==> src/hw/cow_pkg.sv <==
package cow_pkg;

    // register addresses on the serial register port
    localparam logic [7:0] ADDR_OPTION0 = 8'h00;
    localparam logic [7:0] ADDR_CHG_CURRENT = 8'h02;
    localparam logic [7:0] ADDR_CHG_VOLTAGE = 8'h04;

    // charge_option_zero value after power-on reset
    localparam logic [15:0] OPTION0_RESET = 16'he70e;

    // field positions in charge_option_zero
    localparam int BIT_LOW_POWER_ENABLE = 15;
    localparam int BIT_WD_PERIOD_HI = 14;
    localparam int BIT_WD_PERIOD_LO = 13;
    localparam int BIT_INPUT_LIMIT_AUTO_OFF = 12;
    localparam int BIT_REVERSE_MODE_POWER_GOOD = 11;
    localparam int BIT_AUDIO_BAND_AVOID = 10;
    localparam int BIT_SWITCHING_RATE = 9;
    localparam int BIT_PASSTHROUGH_RIPPLE = 8;
    localparam int BIT_INPUT_LIMIT_LOOP_ENABLE = 1;

    // watchdog_period_select codes
    typedef enum logic [1:0] {
        COW_WD_OFF = 2'h0,
        COW_WD_SHORT = 2'h1,
        COW_WD_MID = 2'h2,
        COW_WD_LONG = 2'h3
    } cow_wd_sel_t;

    // watchdog states
    typedef enum logic [2:0] {
        COW_WD_IDLE = 3'h1,
        COW_WD_RUN = 3'h2,
        COW_WD_EXPIRED = 3'h4
    } cow_wd_state_t;

    // clock rate and watchdog periods
    localparam longint CLK_HZ = 25_000_000;
    localparam longint WD_SHORT_S = 5;
    localparam longint WD_MID_S = 88;
    localparam longint WD_LONG_S = 175;
    localparam logic [32:0] WD_SHORT_CYCLES = 33'(WD_SHORT_S * CLK_HZ);
    localparam logic [32:0] WD_MID_CYCLES = 33'(WD_MID_S * CLK_HZ);
    localparam logic [32:0] WD_LONG_CYCLES = 33'(WD_LONG_S * CLK_HZ);

endpackage : cow_pkg

==> src/hw/cow_option_zero.sv <==
// What this block does
// - period field 00 disables watchdog; 01, 10, 11 give 5, 88, 175 s
// - period field sits in bits 14:13 and resets to 11
// - no charge write within period forces charge current to zero
// - after expiry, charge writes or period field write restart the timer
// - auto-off set and battery input falling clears loop enable bit 1
// - host may write loop enable back to 1 after auto clear
// - auto-off clear (default) leaves loop enable untouched on battery fall
// - reverse-mode power-good bit drives source-good high in OTG mode
// - low power bit with battery only turns off regulator, monitors, ADC
// - in low power, throttle enable keeps comparator and throttle profile
// - low power bit clear with battery only runs performance mode
// - audio-band avoid bit clamps minimum burst frequency near 25 kHz
// - switching-rate bit 0 selects 800 kHz, 1 selects 400 kHz
// - pass-through ripple bit enables ripple reduction, default on
// - host writes loop enable; it reads low after automatic clear
module cow_option_zero #(
    parameter logic [32:0] WD_SHORT_CYCLES = cow_pkg::WD_SHORT_CYCLES,
    parameter logic [32:0] WD_MID_CYCLES = cow_pkg::WD_MID_CYCLES,
    parameter logic [32:0] WD_LONG_CYCLES = cow_pkg::WD_LONG_CYCLES
) (
    // clock, reset, clock enable
    input wire logic MCLK,
    input wire logic NRST,
    input wire logic CE,
    // register port from the serial interface engine
    input wire logic REG_WR,
    input wire logic [7:0] REG_ADDR,
    input wire logic [15:0] REG_WDATA,
    output logic [15:0] REG_RDATA,
    // pins
    input wire logic BATTERY_PRESENT_N,
    input wire logic ADAPTER_PRESENT,
    input wire logic OTG_MODE,
    // from another option register, same clock
    input wire logic LOWPOWER_THROTTLE_ENABLE,
    // power-good and watchdog
    output logic SOURCE_GOOD_OUTPUT,
    output logic CHARGE_CURRENT_CLEAR,
    output logic WATCHDOG_EXPIRED,
    // converter controls
    output logic INPUT_LIMIT_LOOP_ENABLE,
    output logic LOW_POWER_ACTIVE,
    output logic INTERNAL_REGULATOR_ENABLE,
    output logic THROTTLE_ALERT_ENABLE,
    output logic MONITOR_BUFFER_ENABLE,
    output logic COMPARATOR_ENABLE,
    output logic ADC_ENABLE,
    output logic AUDIO_BAND_CLAMP,
    output logic SWITCH_AT_400K,
    output logic RIPPLE_REDUCE
);

    typedef struct packed {
        logic [15:0] opt;
        logic [15:0] rdata;
        logic batt_s1;
        logic batt_s2;
        logic batt_d;
        logic adp_s1;
        logic adp_s2;
        logic otg_s1;
        logic otg_s2;
        logic src_good;
        logic lp;
        logic reg_en;
        logic thr_en;
        logic mon_en;
        logic cmp_en;
        logic adc_en;
    } cow_top_st_t;

    // period field resets to 11
    // sync flops start as battery attached, no adapter, no OTG
    localparam cow_top_st_t RESET_ST = '{
        opt: cow_pkg::OPTION0_RESET, rdata: 16'h0,
        batt_s1: 1'b1, batt_s2: 1'b1, batt_d: 1'b1,
        adp_s1: 1'b0, adp_s2: 1'b0, otg_s1: 1'b0, otg_s2: 1'b0,
        src_good: 1'b0, lp: 1'b0, reg_en: 1'b1, thr_en: 1'b1,
        mon_en: 1'b1, cmp_en: 1'b1, adc_en: 1'b1};

    cow_top_st_t s;
    cow_top_st_t next_s;
    logic wr_opt;
    logic wr_charge;
    logic batt_fall;
    logic wd_kick;
    logic wd_expire;
    logic wd_expired;
    logic lp_now;

    always_comb begin
        wr_opt = REG_WR && REG_ADDR == cow_pkg::ADDR_OPTION0;
        wr_charge = REG_WR && (REG_ADDR == cow_pkg::ADDR_CHG_CURRENT ||
            REG_ADDR == cow_pkg::ADDR_CHG_VOLTAGE);
        // battery leaving shows as the synced pin falling
        batt_fall = s.batt_d && !s.batt_s2;
        wd_kick = wr_charge || (wr_opt && (wd_expired ||
            REG_WDATA[cow_pkg::BIT_WD_PERIOD_HI:cow_pkg::BIT_WD_PERIOD_LO]
            != s.opt[cow_pkg::BIT_WD_PERIOD_HI:cow_pkg::BIT_WD_PERIOD_LO]));
        lp_now = s.opt[cow_pkg::BIT_LOW_POWER_ENABLE] && !s.adp_s2 &&
            s.batt_s2;

        next_s = s;
        // second stage is the only reader of each first stage
        next_s.batt_s1 = BATTERY_PRESENT_N;
        next_s.batt_s2 = s.batt_s1;
        next_s.batt_d = s.batt_s2;
        next_s.adp_s1 = ADAPTER_PRESENT;
        next_s.adp_s2 = s.adp_s1;
        next_s.otg_s1 = OTG_MODE;
        next_s.otg_s2 = s.otg_s1;

        if (wr_opt) begin
            next_s.opt = REG_WDATA;
        end
        if (s.opt[cow_pkg::BIT_INPUT_LIMIT_AUTO_OFF] && batt_fall) begin
            // hardware clear wins over a same-cycle host write
            next_s.opt[cow_pkg::BIT_INPUT_LIMIT_LOOP_ENABLE] = 1'b0;
        end

        // reads return the value before any same-cycle write
        next_s.rdata = (REG_ADDR == cow_pkg::ADDR_OPTION0) ? s.opt :
            16'h0;

        next_s.src_good = s.adp_s2 || (s.otg_s2 &&
            s.opt[cow_pkg::BIT_REVERSE_MODE_POWER_GOOD]);

        // performance mode when lp is off
        next_s.lp = lp_now;
        next_s.reg_en = !lp_now;
        next_s.mon_en = !lp_now;
        next_s.adc_en = !lp_now;
        next_s.cmp_en = !lp_now || LOWPOWER_THROTTLE_ENABLE;
        next_s.thr_en = !lp_now || LOWPOWER_THROTTLE_ENABLE;
    end

    always_ff @(posedge MCLK or negedge NRST) begin
        if (!NRST) begin
            s <= RESET_ST;
        end else if (CE) begin
            s <= next_s;
        end
    end

    cow_watchdog #(
        .SHORT_CYCLES(WD_SHORT_CYCLES),
        .MID_CYCLES(WD_MID_CYCLES),
        .LONG_CYCLES(WD_LONG_CYCLES)
    ) u_watchdog (
        .clk(MCLK),
        .rst_n(NRST),
        .ce(CE),
        .period_sel(
            s.opt[cow_pkg::BIT_WD_PERIOD_HI:cow_pkg::BIT_WD_PERIOD_LO]),
        .kick(wd_kick),
        .expire(wd_expire),
        .expired(wd_expired)
    );

    assign REG_RDATA = s.rdata;
    assign SOURCE_GOOD_OUTPUT = s.src_good;
    assign CHARGE_CURRENT_CLEAR = wd_expire;
    assign WATCHDOG_EXPIRED = wd_expired;
    assign INPUT_LIMIT_LOOP_ENABLE =
        s.opt[cow_pkg::BIT_INPUT_LIMIT_LOOP_ENABLE];
    assign LOW_POWER_ACTIVE = s.lp;
    assign INTERNAL_REGULATOR_ENABLE = s.reg_en;
    assign THROTTLE_ALERT_ENABLE = s.thr_en;
    assign MONITOR_BUFFER_ENABLE = s.mon_en;
    assign COMPARATOR_ENABLE = s.cmp_en;
    assign ADC_ENABLE = s.adc_en;
    assign AUDIO_BAND_CLAMP = s.opt[cow_pkg::BIT_AUDIO_BAND_AVOID];
    // rate select, 1 means 400 kHz
    assign SWITCH_AT_400K = s.opt[cow_pkg::BIT_SWITCHING_RATE];
    assign RIPPLE_REDUCE = s.opt[cow_pkg::BIT_PASSTHROUGH_RIPPLE];
endmodule : cow_option_zero

==> src/hw/cow_watchdog.sv <==
module cow_watchdog #(
    parameter logic [32:0] SHORT_CYCLES = cow_pkg::WD_SHORT_CYCLES,
    parameter logic [32:0] MID_CYCLES = cow_pkg::WD_MID_CYCLES,
    parameter logic [32:0] LONG_CYCLES = cow_pkg::WD_LONG_CYCLES
) (
    // clock, reset, clock enable
    input wire logic clk,
    input wire logic rst_n,
    input wire logic ce,
    // control
    input wire logic [1:0] period_sel,
    input wire logic kick,
    // status
    output logic expire,
    output logic expired
);

    typedef struct packed {
        cow_pkg::cow_wd_state_t state;
        logic [32:0] cnt;
        logic expire;
        logic expired;
    } cow_wd_st_t;

    localparam cow_wd_st_t RESET_ST = '{
        state: cow_pkg::COW_WD_IDLE, cnt: 33'h0, expire: 1'b0,
        expired: 1'b0};

    cow_wd_st_t s;
    cow_wd_st_t next_s;
    logic [32:0] limit;

    always_comb begin
        unique case (period_sel)
            cow_pkg::COW_WD_SHORT: limit = SHORT_CYCLES;
            cow_pkg::COW_WD_MID: limit = MID_CYCLES;
            default: limit = LONG_CYCLES;
        endcase
        next_s = s;
        next_s.expire = 1'b0;
        if (period_sel == cow_pkg::COW_WD_OFF) begin
            next_s.state = cow_pkg::COW_WD_IDLE;
            next_s.cnt = 33'h0;
        end else if (kick) begin
            next_s.state = cow_pkg::COW_WD_RUN;
            next_s.cnt = 33'h0;
        end else begin
            unique case (s.state)
                cow_pkg::COW_WD_IDLE: begin
                    next_s.state = cow_pkg::COW_WD_RUN;
                    next_s.cnt = 33'h0;
                end
                cow_pkg::COW_WD_RUN: begin
                    // >= so a shortened period still expires
                    if (s.cnt >= 33'(limit - 33'h1)) begin
                        next_s.state = cow_pkg::COW_WD_EXPIRED;
                        next_s.cnt = 33'h0;
                        next_s.expire = 1'b1;
                    end else begin
                        next_s.cnt = 33'(s.cnt + 33'h1);
                    end
                end
                cow_pkg::COW_WD_EXPIRED: next_s.state = s.state;
                default: next_s = RESET_ST;
            endcase
        end
        // level kept in its own flop so the output needs no decode
        next_s.expired = next_s.state == cow_pkg::COW_WD_EXPIRED;
    end

    always_ff @(posedge clk or negedge rst_n) begin
        if (!rst_n) begin
            s <= RESET_ST;
        end else if (ce) begin
            s <= next_s;
        end
    end

    assign expire = s.expire;
    assign expired = s.expired;
endmodule : cow_watchdog

==> config.mk <==
export PLATFORM = sky130hd
export DESIGN_NAME = cow_option_zero
export DESIGN_NICKNAME = d
export VERILOG_FILES = /design/src/hw/cow_pkg.sv /design/src/hw/cow_option_zero.sv /design/src/hw/cow_watchdog.sv
export SDC_FILE = /design/constraint.sdc
export NUM_CORES = 1
export LEC_CHECK = 0
export BUFFER_PORTS_ARGS = -buffer_cell sky130_fd_sc_hd__buf_2
export CAP_MARGIN = 20
export CORE_MARGIN = 2
export CORE_UTILIZATION = 35
export CTS_CLUSTER_SIZE = 28
export DETAILED_ROUTE_END_ITERATION = 12
export GPL_TIMING_DRIVEN = 0
export PLACE_DENSITY_LB_ADDON = 0.25
export SKIP_LAST_GASP = 1
export SYNTH_ARGS = -nofsm -noshare
export SYNTH_HDL_FRONTEND = slang
export SYNTH_SLANG_ARGS = --single-unit
==> constraint.sdc <==
create_clock -name MCLK -period 3.7 [get_ports MCLK]
set_clock_uncertainty 0.05 [all_clocks]
set_input_delay 0.74 -clock MCLK [delete_from_list [all_inputs] [get_ports MCLK]]
set_output_delay 0.74 -clock MCLK [all_outputs]
set_load 0.1 [all_outputs]
# Word-level counts from Yosys, hierarchy flattened
# Index checks and enable logic that the tools add are counted.
[totals] register_bits=81 input_bits=32 word_cells=69
[classes] n_addsub=2 n_lt_le_gt_ge=1 n_eq_ne=10 mux=15 n_reduce_logical=23
[op_table] operator="case mux 33 bit (2 select lines)" count=2
[op_table] operator="two-way mux 36 bit" count=2
[op_table] operator="adder 33 x 1 -> 33 bit, second input constant" count=1
[op_table] operator="greater-or-equal comparator 33 bit" count=1
[op_table] operator="two-way mux 33 bit" count=1
[op_table] operator="subtractor 33 x 1 -> 33 bit, second input constant" count=1
[op_table] operator="two-way mux 16 bit" count=1
[op_table] operator="case mux 3 bit (3 select lines)" count=1
[op_table] operator="== test 8 x 2 -> 1 bit, second input constant" count=1
[op_table] operator="== test 8 x 3 -> 1 bit, second input constant" count=1
[op_table] operator="logical AND 1 bit" count=8
[op_table] operator="logical NOT 8 bit" count=1
[op_table] operator="== test 3 bit, second input constant" count=2
[op_table] operator="two-way mux 2 bit" count=3
[op_table] operator="AND reduction 2 bit" count=3
[op_table] operator="logical OR 1 bit" count=5
[op_table] operator="two-way mux 1 bit" count=4
[op_table] operator="== test 3 x 1 -> 1 bit, second input constant" count=1
[op_table] operator="== test 3 x 2 -> 1 bit, second input constant" count=1
[op_table] operator="logical NOT 1 bit" count=3
[op_table] operator="two-way mux 3 bit" count=1
[op_table] operator="inequality test 3 x 1 -> 1 bit, second input constant" count=1
[op_table] operator="OR reduction 3 bit" count=1
[op_table] operator="== test 2 x 1 -> 1 bit, second input constant" count=1
[op_table] operator="other kinds (4)" count=4

# Depth between registers and ports, before layout
# Gate-level depths: netlist of run 1.
[logic_depth] ltp_word=9 mapped_depth=12 mapped_depth_nobuf=10

# Hierarchy
# A second synthesis of run 1 with hierarchy kept.
[hier_totals] cells_unflattened=471 area_unflattened_um2=4727.0
[by_module_without_submodules] module="cow_watchdog" instances=1 cells_per_inst=321 area_each_um2=2770.2 seq_area_each_um2=952.2
[by_module_without_submodules] module="cow_option_zero" instances=1 cells_per_inst=150 area_each_um2=1956.9 seq_area_each_um2=1093.5

# Worst setup path before layout of run 1
# Ideal clock, no wire load.
[synth_timing] path_kind="reg-to-reg" start="register s[43] in the netlist's numbering" end="register u_watchdog.s[31] in the netlist's numbering" setup_ps=130 arrival_time_ps=2763 required_time_ps=3520 slack_ps=757 path_stages_with_launch=13 path_buffers=2 path_cell_list="dfstp_2 inv_1 ha_1 inv_1 ha_1 nand4_1 nor4_4 and4_1 a221oi_4 buf_4 buf_4 a22oi_1 o41ai_1"
[synth_between] elab_chain_len=8 elab_cells_between_ends=16 classes_between="add/sub: 1; order compare: 1; eq/ne: 4; mux: 5; reduce/logical: 5"
[synth_rtl] element="start: declaration" line_no="cow_option_zero.sv:82" source="cow_top_st_t s;"
[synth_rtl] element="start signal: assignment" line_no="cow_option_zero.sv:142" source="s <= next_s;"
[synth_rtl] element="== test 2 bit or == test 2 x 1 -> 1 bit (tied branches)" line_no="cow_watchdog.sv:34" source="unique case (period_sel)"
[synth_rtl] element="case mux 33 bit (2 select lines)" line_no="cow_watchdog.sv:34"
[synth_rtl] element="subtractor 33 x 1 -> 33 bit" line_no="cow_watchdog.sv:55" source="if (s.cnt >= 33'(limit - 33'h1)) begin"
[synth_rtl] element="greater-or-equal comparator 33 bit" line_no="cow_watchdog.sv:55"
[synth_rtl] element="two-way mux 33 bit" line_no="cow_watchdog.sv:55"
[synth_rtl] element="case mux 33 bit (2 select lines)" line_no="cow_watchdog.sv:48" source="unique case (s.state)"
[synth_rtl] element="two-way mux 36 bit" line_no="cow_watchdog.sv:44" source="end else if (kick) begin"
[synth_rtl] element="two-way mux 36 bit" line_no="cow_watchdog.sv:41" source="if (period_sel == cow_pkg::COW_WD_OFF) begin"
[synth_rtl] element="end signal: assignment" line_no="cow_watchdog.sv:75" source="s <= next_s;"
[synth_rtl] element="end: declaration" line_no="cow_watchdog.sv:29" source="cow_wd_st_t s;"
# Several ways; a longest one is shown, not always the timed one.
# A chain may end at the register's enable or synchronous reset.

# Worst setup path after layout of run 1
[layout_timing] start="register s[44] in the netlist's numbering" end="register u_watchdog.s[10] in the netlist's numbering"
# The elaborated chain is that of the path after synthesis.

==> metrics, run 1 <==
Crit Path Class=flop to flop; status=finished clean; # rows=41; Power per Cell Area=~380 nW/um2; Hold WC Path Type=primary input to asynchronous set/reset pin; total CTS buffers=9; RSZ-0062 raised after global routing=false; Avg Inst Size Synth=10.3 um2; VDD IR-drop max=between 0.2 and 0.25 mV; unique cell type count in the Yosys netlist=63; Clock Path Buffers=2; die area=approximately 14000 um2; First-pass DRT Iterations=4; post-synthesis register bit count=between 80 and 90; final cell count without fillers=691; H-Tree Depth=3; initial antenna violation count=0; Pint=approximately 0.0016 W; Total GRT Usage=16.8%; Via density=5.33; switch share=between 20% and 30%; Post-Route Utilization=42.8%; Async SR Flop Fraction=100%; I/O pin total=61; CP required=3.90 ns; worst slew pin tran=0.956 ns; die width=118 um; met3 GRT Util=approximately 3.9%; Syn Inst Count=442; Main synth FF type=dfrtp_1; layout cells sized above 1=29.5%; Post-synth EDFFs=0; RePlAce Congestion=~0.85; commonest non-fill, non-tap cell in the layout=dfrtp_1; CP Launch Type=flop; routed wire length=11100 um; Clock Sinks=81; Hold WS=around 0.31 ns; Final min period=3.48 ns; Final setup viols=0; Clock Root Buffer=clkbuf_16; routing usage on met1=22.5%; Comb power frac=7.0%; synthesized area=roughly 4500 um2; HPWL Detailed=8030 um; relative slew slack=a little over a third; Clk pwr share=between 40% and 50%; Vias=3680; Syn Nets=499; final hold vios=0; Initial DRC Count=230; crit-path max FO=10; Net Switching=0.000510 W; vias in the first global route=3689; clock slew at reported path FFs=0.07 ns; # Post-CTS Setup Buffers=0; grt ovf=0; Routed Antenna Nets=0; # diodes=0; synth-to-layout area growth=19.3%; M2 GR Usage=26.8%; Most Crowded Layer GR=met2; Leakage=2.45 nW; max-slew violations=0; largest net degree at the start of global routing=44; cells along the critical path=inv_1 > ha_1 > inv_1 > ha_1 > a211o_1 > o221a_1 > a211o_1 > a221oi_4 > nand2_2 > buf_2 > o21ai_0; hold_buf cts=0; CTS resizes=0; WP data arrival=3.69 ns; Max Cap Viol=0; critical path's largest stage delay=0.59 ns; Initial Utilization=between 30% and 40%; first-pass GRT wire length=18900 um; die height=118 um; Nets=approximately 570; Slowest-stage cell, CP=dfstp_2; Synth Warn #=0; Final period util=94.2%; commonest non-fill, non-tap cells in the layout=dfrtp_1, buf_2, nand2_1; Placed Cells=about 680; wire length per cell after detailed routing=16.1 um; # DRC=0; Worst Setup End Kind=flop; count of buffers from port buffering=60; Setup Total Neg Slack=0 ns; FMAX=287 MHz; post-synthesis sequential area ratio=45.0%; Reg power frac=44.6%; CTS tree=done; worst skew pair latency=between 0.3 and 0.4 ns; Core Area=12700 um2; total design power=between 0.002 and 0.0025 W
==> synthesized netlist by cell type (all sizes together) (11+ instances only) <==
cell,number,area (um2)
buf,27,185
a21oi,13,65.1
inv,15,56.3
nand2,42,163
mux2,23,259
dfstp,15,394
nand3,23,115
nand4,16,100
a22o,24,210
ha,25,313
nor2,25,93.8
o21ai,15,75.1
dfrtp,66,1650
nor3,11,60.1
==> power groups by stage <==
stage	logic, W	registers [W]	clock network [W]
2_1_floorplan	0.0000576	0.000965	0
3_3_place_gp	0.000141	0.000939	0
3_5_place_dp	0.000148	0.000940	0
4_1_cts	0.000148	0.000924	0.00103
5_1_grt	0.000160	0.000926	0.00106
6_report	0.000145	0.000924	0.00100
==> cell families after synthesis <==
| kind of cell | count (synthesis) | share of synthesized area [%] |
|---|---|---|
| mux | 25 | 6.14 |
| compound gates | 109 | 18.0 |
| flops | 81 | 45.0 |
| fa+ha+maj | 25 | 6.88 |
| buf+inv | 51 | 6.05 |
| other cells | 1 | 0.0825 |
| xor+xnor | 8 | 1.54 |
| simple gates | 142 | 16.3 |
==> final timing paths <==
kind	from	end	slack [ns]	cells past startpoint
setup reg to reg	s[44]$_DFFE_PN1P_	u_watchdog.s[10]$_DFFE_PN0P_	0.22	11
hold reg to reg	s[42]$_DFFE_PN0P_	INPUT_LIMIT_LOOP_ENABLE$_DFFE_PN1P_	0.44	1
max in group asynchronous	NRST	s[44]$_DFFE_PN1P_	2.64	2
hold / removal	NRST	REG_RDATA[10]$_DFFE_PN0P_	0.31	1
min in group MCLK	s[42]$_DFFE_PN0P_	INPUT_LIMIT_LOOP_ENABLE$_DFFE_PN1P_	0.44	1
setup / recovery	s[44]$_DFFE_PN1P_	u_watchdog.s[10]$_DFFE_PN0P_	0.22	11
==> worst max-delay path, delay by kind of cell, from the launching register on <==
family	cells	cell delay, ns
AOI/OAI and AO/OA	5	1.28
adders and majority gates	2	0.67
buffers and inverters	3	0.54
DFF	1	0.59
and+or+nand+nor	1	0.25
==> final cells by class <==
class	instances	area, um2
flip-flops and latches	81	2050
clock buffers	9	225
plain buffers	35	215
repair buffers	61	330
inverters	16	60.1
well taps	172	215
clock inverters	7	108
fillers	1244	7250
multi-input cells	310	2230
==> per-layer routing <==
layer	vias to the layer above	share of wire (%)
li1	1780	-
met1	1784	47
met2	102	46
met3	14	5.9
met4	0	1.6
met5	-	0
==> metrics by stage <==
stage,area [um2],worst slack (ns)
6_report,5430,0.216
5_1_grt,5430,0.0195
4_1_cts,5430,0.227
3_5_place_dp,5090,0.252
3_3_place_gp,5060,0.320
2_1_floorplan,4550,0.757
==> flip-flops by register name, summed over array words and instances (netlist names), 4 cells and up <==
| register | flops |
|---|---|
| u_watchdog.s | 36 |
| s | 15 |
| REG_RDATA | 16 |
| next_s | 4 |
Power figures use the tool's default switching activity.
==> run 2: changes to the inputs <==
Settings changed: BUFFER_PORTS_ARGS -buffer_cell sky130_fd_sc_hd__buf_2 to default, DONT_BUFFER_PORTS from default to 1.
==> run 2 against run 1 <==
  * Register-to-register slack gained 0.05 ns
  * Cell area shrank 6.1%
  * Worst setup slack gained 0.054 ns
  * Power shrank 1.7%
  * Clock-buffer cell count is the same
  * Combinational power shrank 49%
  * Flip-flop and latch count is the same
  * Non-clock buffer count shrank 61
  * First-iteration DRC count grew 20%
  * Highest routed layer unchanged
  * Largest cell class unchanged
==> metrics, run 2 (synthesis results as in run 1) <==
CTS tree=done; Placed Cells=between 600 and 700; worst r2r dst=u_watchdog.s[10]$_DFFE_PN0P_; RSZ-0062 raised after global routing=false; wire length per cell after detailed routing=17.7 um; CP required=3.92 ns; Via density=5.69; worst reg2reg setup slack=0.27 ns; max-slew violations=0; routed wire length=11200 um; Final period util=around 93%; Final min period=3.43 ns; # rows=41; hold_buf cts=0; Cell Area, Placed=4760 um2; Power per Cell Area=400 nW/um2; commonest non-fill, non-tap cell in the layout=dfrtp_1; crit-path max FO=10; relative slew slack=36.4%; Max Cap Viol=0; FMAX=292 MHz; VDD IR-drop max=0.201 mV; Post-Route Utilization=between 40% and 50%; # Post-CTS Setup Buffers=0; Worst Reg-to-Reg Cells=11; First-pass DRT Iterations=5; RePlAce Congestion=0.916; synth-to-layout area growth=12.1%; worst skew pair latency=0.36 ns; CP Launch Type=flop; Biggest register=u_watchdog.s; # diodes=0; Routed Antenna Nets=0; Total GRT Usage=16.8%; Clock Sinks=81; max reg flops=36; RR Startpoint=s[44]$_DFFE_PN1P_; status=finished clean; I/O pin total=between 60 and 70; Leakage=2.18 nW; Worst Setup End Kind=flop; HPWL Detailed=7870 um; # DRC=0; CTS resizes=0; worst slew pin tran=0.955 ns; Clock Root Buffer=clkbuf_16; initial antenna violation count=0; Nets=510; layout cells sized above 1=20.3%; Hold WC Path Type=primary input to asynchronous set/reset pin; WP data arrival=~3.7 ns; Initial Utilization=a little over a third; Final setup viols=0; largest net degree at the start of global routing=82; count of buffers from port buffering=0; die width=118 um; Crit Path Class=flop to flop; Initial DRC Count=275; commonest non-fill, non-tap cells in the layout=dfrtp_1, nand2_1, nor2_1; die height=118 um; clock slew at reported path FFs=approximately 0.07 ns; grt ovf=0; die area=roughly 14000 um2; H-Tree Depth=3; final cell count without fillers=630; fillcell total=1205; Core Area=around 13000 um2; Post-Layout Inst Area=5100 um2; Setup Total Neg Slack=0 ns; final hold vios=0; total CTS buffers=9; vias in the first global route=3470; first-pass GRT wire length=18400 um; Vias=3586; Clock Path Buffers=2
run 2: critical path: stages, from the launching register on:
cell and delay (ns):
dfstp_2 0.59, inv_1 0.07, ha_2 0.43, inv_1 0.15, ha_1 0.21, a211o_1 0.29, o221a_1 0.21, a211o_1 0.28
a221oi_4 0.31, nand2_2 0.26, buf_2 0.29, o21ai_0 0.20
run 2: worst max-delay path by stage:
stage | startpoint | endpoint | slack, ns
2_1_floorplan | s[43]$_DFFE_PN1P_ | u_watchdog.s[31]$_DFFE_PN0P_ | 0.76
6_report | s[44]$_DFFE_PN1P_ | u_watchdog.s[10]$_DFFE_PN0P_ | 0.27
3_5_place_dp | s[43]$_DFFE_PN1P_ | u_watchdog.s[10]$_DFFE_PN0P_ | 0.21
3_3_place_gp | s[43]$_DFFE_PN1P_ | u_watchdog.s[10]$_DFFE_PN0P_ | 0.31
4_1_cts | s[43]$_DFFE_PN1P_ | u_watchdog.s[10]$_DFFE_PN0P_ | 0.20
5_1_grt | s[44]$_DFFE_PN1P_ | u_watchdog.s[10]$_DFFE_PN0P_ | 0.05
run 2: power breakdown:
part           switching, W  internal [W]  leakage (nW)  total [W]
Clock              0.000405      0.000605         0.163    0.00101
Combinational     0.0000424     0.0000315         0.951  0.0000739
Sequential        0.0000441      0.000910          1.06   0.000954
Total              0.000492       0.00155          2.18    0.00204
run 2: cell type report:
class,count,area [um2],area share (%)
multi-input cells,310,2230,43.7
flip-flops and latches,81,2050,40.1
clock buffers,9,225,4.42
plain buffers,35,215,4.22
well taps,172,215,4.22
clock inverters,7,106,2.09
inverters,16,60.1,1.18
run 2: routing by layer:
layer  up-vias  part of all wire [%]  GRT usage (%)
li1       1666                     -              -
met2       136                    47           26.5
met1      1764                    44           22.0
met5         -                     0              0
met3        20                   7.0           4.65
met4         0                   2.0           6.40
run 2: metrics by stage:
stage          hold slack (ns)  worst slack, ns  total power (W)
2_1_floorplan            0.383            0.757          0.00102
3_3_place_gp             0.398            0.309          0.00104
3_5_place_dp             0.398            0.210          0.00104
4_1_cts                 0.0157            0.195          0.00207
5_1_grt                 0.0117           0.0527          0.00211
6_report                0.0261            0.270          0.00204
